**src/common/spl_pkg.sv**
```systemverilog
// Package: register map, strap layout and reset values for the strap link config block
package spl_pkg;
    localparam int NUM_PORTS = 2;
    localparam int ADDR_W = 12;
    localparam int DATA_W = 32;

    // Register indices; byte address is four times the index
    localparam int IDX_STRAP_STATUS = 0;
    localparam int IDX_LINK_CONFIG = 1;
    localparam int IDX_IRQ_STATUS = 187;
    localparam int IDX_IRQ_ENABLE = 188;
    localparam int IDX_LED_CTRL = 195;

    localparam logic [ADDR_W-1:0] ADDR_STRAP_STATUS = ADDR_W'(4 * IDX_STRAP_STATUS);
    localparam logic [ADDR_W-1:0] ADDR_LINK_CONFIG = ADDR_W'(4 * IDX_LINK_CONFIG);
    localparam logic [ADDR_W-1:0] ADDR_IRQ_STATUS = ADDR_W'(4 * IDX_IRQ_STATUS);
    localparam logic [ADDR_W-1:0] ADDR_IRQ_ENABLE = ADDR_W'(4 * IDX_IRQ_ENABLE);
    localparam logic [ADDR_W-1:0] ADDR_LED_CTRL = ADDR_W'(4 * IDX_LED_CTRL);

    // Strap vector layout: each field holds one bit per port
    localparam int STRAP_W = 8;
    localparam int STRAP_AN_LSB = 0;
    localparam int STRAP_SPD_LSB = 2;
    localparam int STRAP_DPX_LSB = 4;
    localparam int STRAP_FFC_LSB = 6;
    localparam int STRAP_DONE_BIT = 8;

    // Link config readback layout
    localparam int CFG_AN_LSB = 0;
    localparam int CFG_SPD_LSB = 2;
    localparam int CFG_DPX_LSB = 4;
    localparam int CFG_FC_LSB = 6;

    // Indicator mode field
    localparam int LED_MODE_LSB = 4;
    localparam int LED_MODE_W = 2;
    localparam logic [LED_MODE_W-1:0] LED_MODE_RESET = 2'h0;
    localparam logic [NUM_PORTS-1:0] IRQ_ENABLE_RESET = 2'h0;

    // Indicator modes
    typedef enum logic [1:0] {
        SPL_LED_SPEED_LINKACT = 2'h0,
        SPL_LED_ACT_LINK = 2'h1,
        SPL_LED_DUPLEX_LINKACT = 2'h2,
        SPL_LED_SPEED_LINK = 2'h3
    } spl_led_mode_e;

    localparam logic [1:0] RESP_OKAY = 2'h0;
    localparam logic [1:0] RESP_SLVERR = 2'h2;
endpackage

```
**src/spl_strap_cfg.sv**
```systemverilog
// Strap-driven link configuration, port 1 indicators, link-loss interrupt, AXI4-Lite registers
//
// What this block does
// RQ1: Port one autoneg follows strap, default off.
// RQ2: Port two autoneg follows its strap.
// RQ3: Port one forced 100 or 10 by strap.
// RQ4: Port two forced 100 or 10 by strap.
// RQ5: Port one duplex strap: fallback or forced.
// RQ6: Port two duplex strap: fallback or forced.
// RQ7: Port one flow strap high forces flow control.
// RQ8: Port two flow strap high forces flow control.
// RQ9: Default indicator mode: speed and link/activity.
// RQ10: Interrupt low while enabled link-loss bit set.
// RQ11: Straps latched at reset release, pins released.
`timescale 1ns/100ps
module spl_strap_cfg
    import spl_pkg::*;
(
    input wire logic aclk,
    input wire logic aresetn,
    // Strap pins
    input wire logic port1_autoneg_strap,
    input wire logic port2_autoneg_strap,
    input wire logic port1_speed_strap,
    input wire logic port2_speed_strap,
    input wire logic port1_duplex_strap,
    input wire logic port2_duplex_strap,
    input wire logic port1_force_flowctl_strap,
    input wire logic port2_force_flowctl_strap,
    // PHY status, same clock
    input wire logic [NUM_PORTS-1:0] link_up,
    input wire logic [NUM_PORTS-1:0] link_activity,
    input wire logic [NUM_PORTS-1:0] an_failed,
    input wire logic [NUM_PORTS-1:0] an_speed_100,
    input wire logic [NUM_PORTS-1:0] an_full_duplex,
    input wire logic [NUM_PORTS-1:0] an_pause,
    // Resolved link configuration
    output logic [NUM_PORTS-1:0] autoneg_en,
    output logic [NUM_PORTS-1:0] speed_100,
    output logic [NUM_PORTS-1:0] full_duplex,
    output logic [NUM_PORTS-1:0] flowctl_en,
    output logic strap_release,
    // Port 1 indicators and interrupt
    output logic port1_link_act_indicator,
    output logic port1_link_act_indicator_oe,
    output logic port1_speed_indicator,
    output logic port1_speed_indicator_oe,
    output logic link_irq_n,
    // AXI4-Lite slave
    input wire logic [ADDR_W-1:0] s_axi_awaddr,
    input wire logic [2:0] s_axi_awprot,
    input wire logic s_axi_awvalid,
    output logic s_axi_awready,
    input wire logic [DATA_W-1:0] s_axi_wdata,
    input wire logic [DATA_W/8-1:0] s_axi_wstrb,
    input wire logic s_axi_wvalid,
    output logic s_axi_wready,
    output logic [1:0] s_axi_bresp,
    output logic s_axi_bvalid,
    input wire logic s_axi_bready,
    input wire logic [ADDR_W-1:0] s_axi_araddr,
    input wire logic [2:0] s_axi_arprot,
    input wire logic s_axi_arvalid,
    output logic s_axi_arready,
    output logic [DATA_W-1:0] s_axi_rdata,
    output logic [1:0] s_axi_rresp,
    output logic s_axi_rvalid,
    input wire logic s_axi_rready
);
    logic [STRAP_W-1:0] strap_pins;
    logic [STRAP_W-1:0] straps;
    logic strap_done;
    logic [NUM_PORTS-1:0] irq_status;
    logic [NUM_PORTS-1:0] irq_enable;
    logic [LED_MODE_W-1:0] led_mode;
    logic [NUM_PORTS-1:0] link_prev;
    logic [NUM_PORTS-1:0] link_lost;
    logic [NUM_PORTS-1:0] irq_read_clr;
    logic [ADDR_W-1:0] wr_addr;
    logic [DATA_W-1:0] wr_data;
    logic wr_lane0;
    logic aw_held;
    logic w_held;
    logic wr_fire;
    logic rd_fire;
    logic [NUM_PORTS-1:0] next_irq_status;

    function automatic logic addr_hit(input logic [ADDR_W-1:0] a, input logic [ADDR_W-1:0] r);
        addr_hit = (a[ADDR_W-1:2] == r[ADDR_W-1:2]);
    endfunction

    function automatic logic addr_mapped(input logic [ADDR_W-1:0] a);
        addr_mapped = addr_hit(a, ADDR_STRAP_STATUS) || addr_hit(a, ADDR_LINK_CONFIG)
            || addr_hit(a, ADDR_IRQ_STATUS) || addr_hit(a, ADDR_IRQ_ENABLE)
            || addr_hit(a, ADDR_LED_CTRL);
    endfunction

    ////////////////////////////////////////////////////////////////////////////////
    // Strap capture

    assign strap_pins = {port2_force_flowctl_strap, port1_force_flowctl_strap,
                         port2_duplex_strap, port1_duplex_strap,
                         port2_speed_strap, port1_speed_strap,
                         port2_autoneg_strap, port1_autoneg_strap};

    spl_strap_latch #(
        .W(STRAP_W)
    ) u_latch (
        .aclk(aclk),
        .aresetn(aresetn),
        .pins(strap_pins),
        .latched(straps),
        .done(strap_done)
    );

    // Shared pins go back to output use once straps are held
    always_ff @(posedge aclk) begin
        if (!aresetn) begin
            strap_release <= 1'b0;
            port1_link_act_indicator_oe <= 1'b0;
            port1_speed_indicator_oe <= 1'b0;
        end else begin
            strap_release <= strap_done; // RQ11
            port1_link_act_indicator_oe <= strap_done; // RQ11
            port1_speed_indicator_oe <= strap_done; // RQ11
        end
    end

    ////////////////////////////////////////////////////////////////////////////////
    // Per-port link resolution

    for (genvar p = 0; p < NUM_PORTS; p++) begin : g_port
        logic an_on;
        assign an_on = straps[STRAP_AN_LSB + p];

        always_ff @(posedge aclk) begin
            if (!aresetn) begin
                autoneg_en[p] <= 1'b0;
                speed_100[p] <= 1'b0;
                full_duplex[p] <= 1'b0;
                flowctl_en[p] <= 1'b0;
            end else begin
                autoneg_en[p] <= an_on; // RQ1 RQ2
                if (an_on) begin
                    speed_100[p] <= an_speed_100[p];
                    // Duplex strap is the fallback when negotiation fails
                    full_duplex[p] <= an_failed[p] ? straps[STRAP_DPX_LSB + p] // RQ5 RQ6
                                                   : an_full_duplex[p];
                end else begin
                    speed_100[p] <= straps[STRAP_SPD_LSB + p]; // RQ3 RQ4
                    full_duplex[p] <= straps[STRAP_DPX_LSB + p]; // RQ5 RQ6
                end
                // Forced on, else only the negotiated pause result
                flowctl_en[p] <= straps[STRAP_FFC_LSB + p] // RQ7 RQ8
                    || (an_on && !an_failed[p] && an_pause[p]);
            end
        end
    end

    ////////////////////////////////////////////////////////////////////////////////
    // Port 1 indicators

    always_ff @(posedge aclk) begin
        if (!aresetn) begin
            port1_link_act_indicator <= 1'b0;
            port1_speed_indicator <= 1'b0;
        end else begin
            case (spl_led_mode_e'(led_mode))
                SPL_LED_SPEED_LINKACT: begin
                    port1_link_act_indicator <= link_up[0] && !link_activity[0]; // RQ9
                    port1_speed_indicator <= speed_100[0]; // RQ9
                end
                SPL_LED_ACT_LINK: begin
                    port1_link_act_indicator <= link_up[0];
                    port1_speed_indicator <= link_activity[0];
                end
                SPL_LED_DUPLEX_LINKACT: begin
                    port1_link_act_indicator <= link_up[0] && !link_activity[0];
                    port1_speed_indicator <= full_duplex[0];
                end
                SPL_LED_SPEED_LINK: begin
                    port1_link_act_indicator <= link_up[0];
                    port1_speed_indicator <= speed_100[0];
                end
                default: begin
                    port1_link_act_indicator <= 1'b0;
                    port1_speed_indicator <= 1'b0;
                end
            endcase
        end
    end

    ////////////////////////////////////////////////////////////////////////////////
    // Link-loss interrupt

    always_ff @(posedge aclk) begin
        if (!aresetn) begin
            link_prev <= '0;
        end else begin
            link_prev <= link_up;
        end
    end

    assign link_lost = link_prev & ~link_up;
    assign irq_read_clr = (rd_fire && addr_hit(s_axi_araddr, ADDR_IRQ_STATUS))
                          ? {NUM_PORTS{1'b1}} : '0;
    // New loss beats a read clear in the same cycle
    assign next_irq_status = (irq_status & ~irq_read_clr) | link_lost;

    always_ff @(posedge aclk) begin
        if (!aresetn) begin
            irq_status <= '0;
            link_irq_n <= 1'b1;
        end else begin
            irq_status <= next_irq_status;
            link_irq_n <= ~|(irq_status & irq_enable); // RQ10
        end
    end

    ////////////////////////////////////////////////////////////////////////////////
    // AXI4-Lite write channel

    assign wr_fire = aw_held && w_held && !s_axi_bvalid;

    always_ff @(posedge aclk) begin
        if (!aresetn) begin
            aw_held <= 1'b0;
            w_held <= 1'b0;
            s_axi_awready <= 1'b0;
            s_axi_wready <= 1'b0;
            s_axi_bvalid <= 1'b0;
            s_axi_bresp <= RESP_OKAY;
            wr_addr <= '0;
            wr_data <= '0;
            wr_lane0 <= 1'b0;
        end else begin
            s_axi_awready <= !aw_held && !(s_axi_awvalid && s_axi_awready);
            s_axi_wready <= !w_held && !(s_axi_wvalid && s_axi_wready);
            if (s_axi_awvalid && s_axi_awready) begin
                aw_held <= 1'b1;
                wr_addr <= s_axi_awaddr;
            end
            if (s_axi_wvalid && s_axi_wready) begin
                w_held <= 1'b1;
                wr_data <= s_axi_wdata;
                wr_lane0 <= s_axi_wstrb[0];
            end
            if (wr_fire) begin
                aw_held <= 1'b0;
                w_held <= 1'b0;
                s_axi_bvalid <= 1'b1;
                s_axi_bresp <= addr_mapped(wr_addr) ? RESP_OKAY : RESP_SLVERR;
            end else if (s_axi_bvalid && s_axi_bready) begin
                s_axi_bvalid <= 1'b0;
            end
        end
    end

    always_ff @(posedge aclk) begin
        if (!aresetn) begin
            irq_enable <= IRQ_ENABLE_RESET;
            led_mode <= LED_MODE_RESET;
        end else if (wr_fire && wr_lane0) begin
            if (addr_hit(wr_addr, ADDR_IRQ_ENABLE)) begin
                irq_enable <= wr_data[NUM_PORTS-1:0];
            end
            if (addr_hit(wr_addr, ADDR_LED_CTRL)) begin
                led_mode <= wr_data[LED_MODE_LSB +: LED_MODE_W]; // RQ9
            end
        end
    end

    ////////////////////////////////////////////////////////////////////////////////
    // AXI4-Lite read channel

    assign rd_fire = s_axi_arvalid && s_axi_arready;

    always_ff @(posedge aclk) begin
        if (!aresetn) begin
            s_axi_arready <= 1'b0;
            s_axi_rvalid <= 1'b0;
            s_axi_rdata <= '0;
            s_axi_rresp <= RESP_OKAY;
        end else begin
            s_axi_arready <= !s_axi_rvalid && !rd_fire;
            if (rd_fire) begin
                s_axi_rvalid <= 1'b1;
                s_axi_rresp <= addr_mapped(s_axi_araddr) ? RESP_OKAY : RESP_SLVERR;
                s_axi_rdata <= '0;
                if (addr_hit(s_axi_araddr, ADDR_STRAP_STATUS)) begin
                    s_axi_rdata[STRAP_W-1:0] <= straps;
                    s_axi_rdata[STRAP_DONE_BIT] <= strap_done;
                end
                if (addr_hit(s_axi_araddr, ADDR_LINK_CONFIG)) begin
                    s_axi_rdata[CFG_AN_LSB +: NUM_PORTS] <= autoneg_en;
                    s_axi_rdata[CFG_SPD_LSB +: NUM_PORTS] <= speed_100;
                    s_axi_rdata[CFG_DPX_LSB +: NUM_PORTS] <= full_duplex;
                    s_axi_rdata[CFG_FC_LSB +: NUM_PORTS] <= flowctl_en;
                end
                if (addr_hit(s_axi_araddr, ADDR_IRQ_STATUS)) begin
                    s_axi_rdata[NUM_PORTS-1:0] <= irq_status;
                end
                if (addr_hit(s_axi_araddr, ADDR_IRQ_ENABLE)) begin
                    s_axi_rdata[NUM_PORTS-1:0] <= irq_enable;
                end
                if (addr_hit(s_axi_araddr, ADDR_LED_CTRL)) begin
                    s_axi_rdata[LED_MODE_LSB +: LED_MODE_W] <= led_mode;
                end
            end else if (s_axi_rvalid && s_axi_rready) begin
                s_axi_rvalid <= 1'b0;
            end
        end
    end
endmodule

```
**src/spl_strap_latch.sv**
```systemverilog
// Strap pin synchroniser and one-time capture at reset release
`timescale 1ns/100ps
module spl_strap_latch
    import spl_pkg::*;
#(
    parameter int W = STRAP_W
) (
    input wire logic aclk,
    input wire logic aresetn,
    input wire logic [W-1:0] pins,
    output logic [W-1:0] latched,
    output logic done
);
    logic [W-1:0] sync1;
    logic [W-1:0] sync2;

    // Synchroniser keeps running through reset so the level is settled at release
    always_ff @(posedge aclk) begin
        sync1 <= pins;
        sync2 <= sync1;
    end

    // Capture once on the first edge after reset release
    always_ff @(posedge aclk) begin
        if (!aresetn) begin
            done <= 1'b0;
            latched <= '0;
        end else if (!done) begin
            done <= 1'b1; // RQ11
            latched <= sync2; // RQ11
        end
    end
endmodule

```
**config.mk**
```make
export PLATFORM = sky130hd
export DESIGN_NAME = spl_strap_cfg
export DESIGN_NICKNAME = d
export VERILOG_FILES = /design/src/common/spl_pkg.sv /design/src/spl_strap_cfg.sv /design/src/spl_strap_latch.sv
export SDC_FILE = /design/constraint.sdc
export NUM_CORES = 1
export LEC_CHECK = 0
export BUFFER_PORTS_ARGS = -buffer_cell sky130_fd_sc_hd__buf_4
export CAP_MARGIN = 10
export CORE_ASPECT_RATIO = 0.7
export CORE_MARGIN = 8
export CORE_UTILIZATION = 35
export CTS_BUF_LIST = sky130_fd_sc_hd__clkbuf_8 sky130_fd_sc_hd__clkbuf_16
export CTS_CLUSTER_SIZE = 16
export DETAILED_ROUTE_END_ITERATION = 16
export GPL_TIMING_DRIVEN = 0
export MAX_ROUTING_LAYER = met4
export REMOVE_ABC_BUFFERS = 1
export SLEW_MARGIN = 40
export SYNTH_ARGS = -nofsm -noshare
export SYNTH_HDL_FRONTEND = slang
export SYNTH_SLANG_ARGS = --single-unit
```
**constraint.sdc**
```tcl
create_clock -name aclk -period 1.5 [get_ports aclk]
set_input_delay 0.3 -clock aclk [delete_from_list [all_inputs] [get_ports aclk]]
set_output_delay 0.3 -clock aclk [all_outputs]
set_load 0.02 [all_outputs]
```
==> results of run 1 <==
area by class of cell:
cell class / count / area, um^2 / share of cell area (%)
Timing Repair Buffer: 80 / 600.6 / 15.30
Tap cell: 120 / 150.1 / 3.825
Clock inverter: 7 / 57.56 / 1.466
Inverter: 3 / 11.26 / 0.2869
Multi-Input combinational cell: 228 / 1319 / 33.60
Clock buffer: 9 / 225.2 / 5.738
Sequential cell: 78 / 1562 / 39.78
placed cells by master, fill, tap and decap left out, types with 3 or more instances in the layout:
cell type / Yosys / layout
clkbuf_16: 0 / 9
nand3_1: 17 / 17
nand2_1: 34 / 34
a21oi_1: 33 / 33
nand2b_1: 4 / 4
o21ai_0: 10 / 10
nand4_1: 5 / 5
mux2i_1: 18 / 18
conb_1: 1 / 25
mux2_2: 4 / 4
and3_1: 3 / 3
dfxtp_1: 78 / 78
nor2_1: 25 / 25
clkinvlp_4: 0 / 3
nor3b_2: 2 / 3
ha_1: 3 / 3
and2_1: 10 / 10
o21ai_1: 4 / 4
nor3_1: 5 / 5
buf_4: 27 / 80
what timing repair did:
item                                    in CTS  in global routing
gates resized for setup                      0                  1
buffers inserted                             0                  0
endpoints found under the setup margin       0                  2
logic make-up (layout without fill, tap and decap cells):
kind of cell,Yosys count,in the layout
and+or+nand+nor,119,119
DFF,78,78
AOI/OAI and AO/OA,59,59
buffers and inverters,41,99
muxes,22,22
adders and majority gates,3,3
other,1,25
routing by layer:
layer	wire, um	GRT usage, %
met2	3300	19.45
met3	590	5.045
met4	68	4.241
met1	3483	15.58
met5	0	-
power groups by stage:
stage	sequential, W	combinational, W	clock [W]
3_3_place_gp	0.00228	0.000479	0
5_1_grt	0.00225	0.000532	0.00217
3_5_place_dp	0.00228	0.000485	0
2_1_floorplan	0.00231	0.000218	0
6_report	0.00224	0.000485	0.00201
4_1_cts	0.00224	0.000487	0.00206
flip-flops by register name, summed over array words and instances, names as in the netlist, 4 cells and up:
register,cells
wr_addr,10
s_axi_rdata,9
u_latch.latched,8
u_latch.sync1,8
u_latch.sync2,8
wr_data,4
worst paths after layout:
check / startpoint / cells after the start / endpoint
worst max-delay path: wr_addr[4] / 4 / led_mode[0]
worst min-delay path: port2_duplex_strap / 1 / u_latch.sync1[5]
worst min register to register: u_latch.sync1[1] / 0 / u_latch.sync2[1]
worst max register to register: wr_addr[4] / 4 / led_mode[0]
stage by stage:
stage / std cells / power, W / worst slack [ps] / area, um^2
detailed placement: 509 / 0.002767 / -0.4793 / 3637
global route: 525 / 0.004958 / 15.62 / 3925
CTS: 525 / 0.004785 / 99.26 / 3920
global placement: 509 / 0.002759 / 14.54 / 3637
floorplan: 309 / 0.002525 / 267.3 / 2887
finish: 525 / 0.004730 / 144.9 / 3925
critical path, stage by stage (launching register included):
cell and delay (ps):
dfxtp_1 330, nor4_1 340, nand4_1 250, mux2i_1 230, nor2_1 60
==> run_results.csv, run 1 <==
group,metric,value,unit
global_routing,groute.usage.overall,12.92,%
timing,finalHoldViolations,0,
power_and_ir_drop,internal-power,0.003520,W
routing,wl,7.442,mm
clocking,clk_pin_slew,60,ps
routing,routedWlPerCell,14.18,um
critical_path,end_kind,"flip-flop",
job,cap_violations,0,
logic_synthesis,syn_avg_cell_area,9.436,um^2
floorplanning,dieHeight,94.08,um
cells_and_area,nFillCells,832,
logic_synthesis,synth_top_area_share,51.23,%
critical_path,cp.required,1690,ps
logic_synthesis,synth_fa_ha_area_share,1.232,%
floorplanning,core,8443,um^2
outcome,outcome,"completed",
critical_path,r2r_slack,140,ps
power_and_ir_drop,p_comb_share,10.2,%
cells_and_area,final_nets,496,
logic_synthesis,synth_xor_area_share,0,%
logic_synthesis,synth_area_leaders,"dfxtp_1 51%, buf_4 6.7%, mux2i_1 5.9%, a21oi_1 5.4%, nand2_1 4.2%",
timing,skew,5.715,ps
clocking,cts.sinks,78,
timing,period_minus_slack,1355,ps
power_and_ir_drop,vdd_drop_max,0.0005711,V
routing,antenna_left,0,
logic_synthesis,yosysMostFrequentCell,"dfxtp_1",
routing,vias,2408,
floorplanning,die_width,127.5,um
logic_synthesis,netlist_top_cells_count,"78 x dfxtp_1, 34 x nand2_1, 33 x a21oi_1",
global_routing,antenna_found_initial,0,
cells_and_area,area.growth.synth_to_final,28.78,%
timing,setup_viol,0,
logic_synthesis,synthSimpleGateAreaFrac,20.40,%
power_and_ir_drop,p_per_area,1205,nW/um^2
global_routing,grt_pass1_wl,11.90,mm
global_routing,grt_max_degree,44,
cells_and_area,final_util,46.49,%
routing,drcViolationCount,0,
placement,io_buffers,80,
floorplanning,start_util,36.10,%
timing,timing.fmax,0.7379,GHz
critical_path,startpoint_type,"flip-flop",
clocking,clockBufferDepth,2,
logic_synthesis,syn_inst,323,
timing,slew_headroom,49.10,%
timing,slew_violations,0,
routing,first_pass_iters,4,
logic_synthesis,synth_top_family_by_area,"simple AND/OR/NAND/NOR gates",
placement,dpl.hpwl,5.554,mm
placement,gp_congestion,0.8002,
floorplanning,core.rowCount,28,
logic_synthesis,muxShareOfSynthArea,7.389,%
global_routing,overflow,0,
timing,setup_tns,0,ps
logic_synthesis,synth_warnings,0,
routing,drt_iter0_markers,101,
floorplanning,pin_count,148,
logic_synthesis,ys_types,45,
critical_path,crit_fanout,4,
floorplanning,dieArea,12000,um^2
clocking,htree_levels,3,
critical_path,arrival,1540,ps
logic_synthesis,synth_ff_type,"dfxtp_1",
logic_synthesis,synth_area,3048,um^2
power_and_ir_drop,swShare,25.59,%
cells_and_area,drive_gt1_share,26.91,%
timing,worstMarginPinSlew,762.3,ps
timing,rsz0062_at_grt,"no",
logic_synthesis,synth-compound-area-share,11.00,%
logic_synthesis,yosysSeqAreaShare,51.23,%
cells_and_area,antenna_cells,0,
critical_path,crit_type,"reg2reg",
timing,holdWs,67.70,ps
clocking,cts_buffers,9,
min_path,hp-class,"in2reg",
power_and_ir_drop,p_seq_share,47.3,%
power_and_ir_drop,p_switching,0.001210,W
timing,layout_worst_path_cycle_share,90.34,%
global_routing,grt_pass1_vias,2358,
routing,vias_per_cell,4.587,
logic_synthesis,ys_async_sr_fraction,0,%
clocking,root_buffer,"clkbuf_16",
clocking,cts_tree,"built",
clocking,postCtsHoldBufs,0,
power_and_ir_drop,p_clk_share,42.5,%
logic_synthesis,ys_seq_elements,78,
clocking,clk_latency,330,ps
logic_synthesis,yosys.area.top_type,"dfxtp_1",
power_and_ir_drop,p_leak,1.677,nW
logic_synthesis,synth-edff-count,0,
Power figures use the tool's default switching activity.
==> inputs of run 2 (changes only) <==
Settings changed: CORE_UTILIZATION 35 to 46, PLACE_DENSITY set to 0.8.
==> run 2 against run 1 <==
  * Die area decreased by 21%
  * Largest power group unchanged
  * Sequential power about the same
  * Hold slack got worse by 19 ps
==> run_results.csv, run 2 (same netlist as run 1, synthesis figures left out) <==
group,metric,value,unit
critical_path,r2r_slack,70,ps
floorplanning,core,6306,um^2
critical_path,cp.required,1700,ps
critical_path,cpMaxStageDelayCell,"nor3b_1",
placement,io_buffers,80,
floorplanning,pin_count,148,
cells_and_area,fin_area,3775,um^2
global_routing,grt_max_degree,44,
critical_path,startpoint_type,"flip-flop",
placement,gp_congestion,0.8359,
critical_path,crit_type,"reg2reg",
timing,finalHoldViolations,0,
critical_path,arrival,1630,ps
timing,rsz0062_at_grt,"no",
timing,worst_slack,67.91,ps
clocking,clockBufferDepth,2,
timing,setup_viol,0,
routing,drt_iter0_markers,90,
cells_and_area,layout.cells.non_filler,483,
cells_and_area,reg_top3,"wr_addr x10, s_axi_rdata x9",
critical_path,crit_fanout,3,
floorplanning,dieHeight,84.11,um
floorplanning,dieArea,9528,um^2
clocking,clk_pin_slew,90,ps
placement,place_area,3585,um^2
critical_path,cp_slowest_stage_delay,360,ps
cells_and_area,layout_common_cells,"80 x buf_4, 77 x dfxtp_1, 34 x nand2_1",
global_routing,groute.usage.overall,15.41,%
timing,period_minus_slack,1432,ps
routing,wl,7.155,mm
routing,vias,2400,
placement,dp_slack,5.490,ps
routing,vias_per_cell,4.969,
global_routing,overflow,0,
cells_and_area,antenna_cells,0,
timing,worstMarginPinSlew,753.5,ps
clocking,cts_setup_buffers,0,
clocking,clk_latency,350,ps
global_routing,grt_pass1_wl,11.56,mm
timing,setup_tns,0,ps
timing,skew,7.743,ps
routing,first_pass_iters,4,
timing,timing.fmax,0.6983,GHz
routing,routedWlPerCell,14.81,um
outcome,outcome,"completed",
min_path,hp-class,"in2reg",
timing,slew_violations,0,
critical_path,end_kind,"flip-flop",
clocking,root_buffer,"clkbuf_8",
power_and_ir_drop,vdd_drop_max,0.0006315,V
cells_and_area,top_register,"wr_addr",
power_and_ir_drop,p_leak,1.632,nW
cells_and_area,largest_reg_flops,10,
cells_and_area,final_util,59.86,%
placement,dp_cells,467,
cells_and_area,final_nets,496,
placement,dpl.hpwl,5.407,mm
clocking,htree_levels,3,
cells_and_area,area.growth.synth_to_final,23.85,%
routing,antenna_left,0,
floorplanning,core.rowCount,24,
job,cap_violations,0,
critical_path,crit_chain,"nor3b_1 -> nand4_1 -> mux2i_1 -> nor2_1",
timing,slew_headroom,49.70,%
timing,layout_worst_path_cycle_share,95.47,%
clocking,cts_buffers,9,
floorplanning,die_width,113.3,um
clocking,cts_tree,"built",
routing,drcViolationCount,0,
power_and_ir_drop,p_per_area,1096,nW/um^2
clocking,cts.sinks,78,
global_routing,grt_pass1_vias,2373,
global_routing,antenna_found_initial,0,
floorplanning,start_util,48.33,%
cells_and_area,drive_gt1_share,27.16,%
cells_and_area,mostFrequentLayoutCell,"buf_4",
## run 2: cell count changes in the layout (fill, tap and decap cells not counted)
cell | previous run | this run
clkinv_4 | 2 | 3
nor4_1 | 1 | 0
nor4_2 | 0 | 1
clkbuf_8 | 0 | 9
dfxtp_2 | 0 | 1
clkinvlp_4 | 3 | 2
nor3b_1 | 0 | 1
dfxtp_1 | 78 | 77
clkbuf_16 | 9 | 0
nor3b_2 | 3 | 2
## run 2: metrics by stage
stage | total power [W] | hold slack, ps
floorplan | 0.002525 | 309.6
global placement | 0.002750 | 310.2
detailed placement | 0.002762 | 312.1
CTS | 0.004169 | 31.20
global route | 0.004341 | 18.62
finish | 0.004139 | 48.30
## run 2: layout make-up
| type | count | area, um^2 |
|---|---|---|
| inverter | 3 | 11.26 |
| clock inverter | 7 | 58.81 |
| tap | 78 | 97.59 |
| sequential | 78 | 1563 |
| clock buffer | 9 | 123.9 |
| multi-input combinational | 228 | 1320 |
| timing repair buffer | 80 | 600.6 |
| fill | 581 | 2531 |
## run 2: power by group
group	switching [W]	leakage, nW	internal [W]
clock network	0.000801	0.0864	0.000619
logic	0.000270	0.903	0.000215
registers	0.0000662	0.643	0.00217
## run 2: metal layers
metal  routed length, um  global-route usage, %  vias up
met5                   0                      -        -
met2                3362                  24.30       74
li1                    -                      -     1215
met1                3173                  18.00     1107
met3                 594                  6.792        4
met4                  23                  2.530        0
## run 2: what timing repair did
item                       CTS  global route
hold buffers                 0             0
gates resized for setup      0             2
setup endpoints to repair    0             2
## run 2: path summary, 6_finish.rpt
kind                                         start          endpoint  cells past startpoint
worst max-delay path                   wr_addr[10]       led_mode[0]                      4
worst min-delay path            port1_duplex_strap  u_latch.sync1[4]                      1
worst max register to register         wr_addr[10]       led_mode[0]                      4
worst min register to register    u_latch.sync1[1]  u_latch.sync2[1]                      0
## run 2: critical path: cells and delay by family (launching register included)
family,cells,cell delay [ps]
DFF,1,330
muxes,1,250
and+or+nand+nor,3,710
==> inputs of run 3 (changes only) <==
Settings changed: CORE_UTILIZATION 46 to 49, GPL_ROUTABILITY_DRIVEN set to 0, PLACE_DENSITY 0.8 to 0.84.
Clock period 1.5 ns to 1.7 ns, I/O delays scaled along.
==> run 3 against run 2 <==
  * Combinational power down 12%
  * Maximum frequency up 1.8%
  * First-iteration DRC count up 72%
  * Sequential power down 12%
  * Cell count unchanged
  * Hold slack better by 47 ps
==> run_results.csv, run 3 (same netlist as run 1, synthesis figures left out) <==
group,metric,value,unit
critical_path,end_kind,"flip-flop",
routing,drt_iter0_markers,155,
critical_path,r2r_slack,290,ps
placement,io_buffers,80,
clocking,postCtsHoldBufs,0,
cells_and_area,drive_gt1_share,26.17,%
timing,period_minus_slack,1407,ps
routing,antenna_left,0,
timing,slew_violations,0,
cells_and_area,final_nets,496,
power_and_ir_drop,p_leak,1.652,nW
cells_and_area,fin_area,3786,um^2
global_routing,overflow,0,
timing,rsz0062_at_grt,"no",
outcome,outcome,"completed",
routing,vias_per_cell,5.064,
clocking,postCtsResizedCells,0,
placement,place_area,3585,um^2
global_routing,groute.usage.overall,16.27,%
cells_and_area,mostFrequentLayoutCell,"buf_4",
critical_path,crit_chain,"nor4_1 -> nand4_1 -> mux2i_1 -> nor2_1",
clocking,clockBufferDepth,2,
routing,drcViolationCount,0,
power_and_ir_drop,total_power,0.003769,W
global_routing,grt_pass1_wl,11.13,mm
timing,timing.fmax,0.7106,GHz
global_routing,antenna_found_initial,0,
clocking,cts.sinks,78,
critical_path,cp.required,1910,ps
critical_path,cpMaxStageDelayCell,"nor4_1",
cells_and_area,top_register,"wr_addr",
timing,holdWs,95.45,ps
job,cap_violations,0,
clocking,cts_buffers,9,
floorplanning,core.rowCount,24,
clocking,htree_levels,3,
critical_path,crit_type,"reg2reg",
routing,routedWlPerCell,14.96,um
routing,wl,7.224,mm
floorplanning,die_width,110.3,um
timing,worstMarginPinSlew,760.8,ps
timing,setup_viol,0,
routing,vias,2446,
floorplanning,core,6126,um^2
critical_path,cp_slowest_stage_delay,400,ps
min_path,hp-class,"in2reg",
global_routing,grt_max_degree,44,
critical_path,crit_fanout,4,
cells_and_area,area.growth.synth_to_final,24.22,%
placement,dp_slack,144.2,ps
cells_and_area,layout_common_cells,"80 x buf_4, 78 x dfxtp_1, 34 x nand2_1",
placement,dpl.hpwl,5.456,mm
floorplanning,dieHeight,81.99,um
timing,worst_slack,292.8,ps
cells_and_area,largest_reg_flops,10,
timing,finalHoldViolations,0,
timing,layout_worst_path_cycle_share,82.78,%
clocking,root_buffer,"clkbuf_8",
timing,setup_tns,0,ps
timing,skew,8.005,ps
clocking,cts_setup_buffers,0,
floorplanning,start_util,49.75,%
global_routing,grt_pass1_vias,2298,
critical_path,arrival,1620,ps
clocking,clk_latency,340,ps
routing,first_pass_iters,4,
clocking,clk_pin_slew,80,ps
cells_and_area,nFillCells,520,
floorplanning,pin_count,148,
floorplanning,dieArea,9040,um^2
power_and_ir_drop,p_per_area,995.4,nW/um^2
timing,slew_headroom,49.21,%
cells_and_area,antenna_cells,0,
clocking,cts_tree,"built",
power_and_ir_drop,vdd_drop_max,0.0005101,V
critical_path,startpoint_type,"flip-flop",
cells_and_area,reg_top3,"wr_addr x10, s_axi_rdata x9",
[run 3: cell count changes in the layout (fill, tap and decap cells not counted)]
| cell | delta |
|---|---|
| inv_1 | +2 |
| bufinv_16 | +1 |
| dfxtp_2 | -1 |
| inv_6 | -2 |
| clkinvlp_4 | -1 |
| clkinv_2 | +1 |
| clkbuf_8 | +2 |
| dfxtp_1 | +1 |
| nor4_2 | -1 |
| nor4_1 | +1 |
| clkinv_4 | -3 |
[run 3: layout make-up]
type | count | area [um^2] | area share [%]
clock inverter | 5 | 50.05 | 1.322
tap | 78 | 97.59 | 2.578
timing repair buffer | 80 | 600.6 | 15.86
sequential | 78 | 1562 | 41.24
clock buffer | 11 | 151.4 | 3.999
inverter | 3 | 11.26 | 0.2974
multi-input combinational | 228 | 1314 | 34.70
[run 3: where the power goes]
group	internal, W	total (W)	switching, W	leakage [nW]
Clock	0.000745	0.00137	0.000623	0.108
Sequential	0.00191	0.00197	0.0000598	0.642
Combinational	0.000188	0.000428	0.000239	0.902
[run 3: worst max-delay path: cells and delay by family (launching register included)]
family | cells | cell delay, ps
and+or+nand+nor | 3 | 710
DFF | 1 | 340
muxes | 1 | 220
[run 3: worst paths after layout]
kind	start	end	cells after the start
hold / removal	port2_speed_strap	u_latch.sync1[3]	1
hold reg to reg	u_latch.sync1[4]	u_latch.sync2[4]	0
setup / recovery	wr_addr[4]	led_mode[0]	4
setup reg to reg	wr_addr[4]	led_mode[0]	4
[run 3: through the flow]
stage / utilization (%) / cells
2_1_floorplan: - / 309
3_3_place_gp: 58.52 / 467
3_5_place_dp: 58.52 / 467
4_1_cts: 61.81 / 483
5_1_grt: 61.81 / 483
6_report: 61.81 / 483
[run 3: routing by layer]
layer  routed length [um]  track usage [%]  up-vias
li1                     -                -     1213
met1                 2947            18.60     1144
met2                 3473            25.86       83
met3                  763            7.210        6
met4                   40            3.576        0
met5                    0                -        -
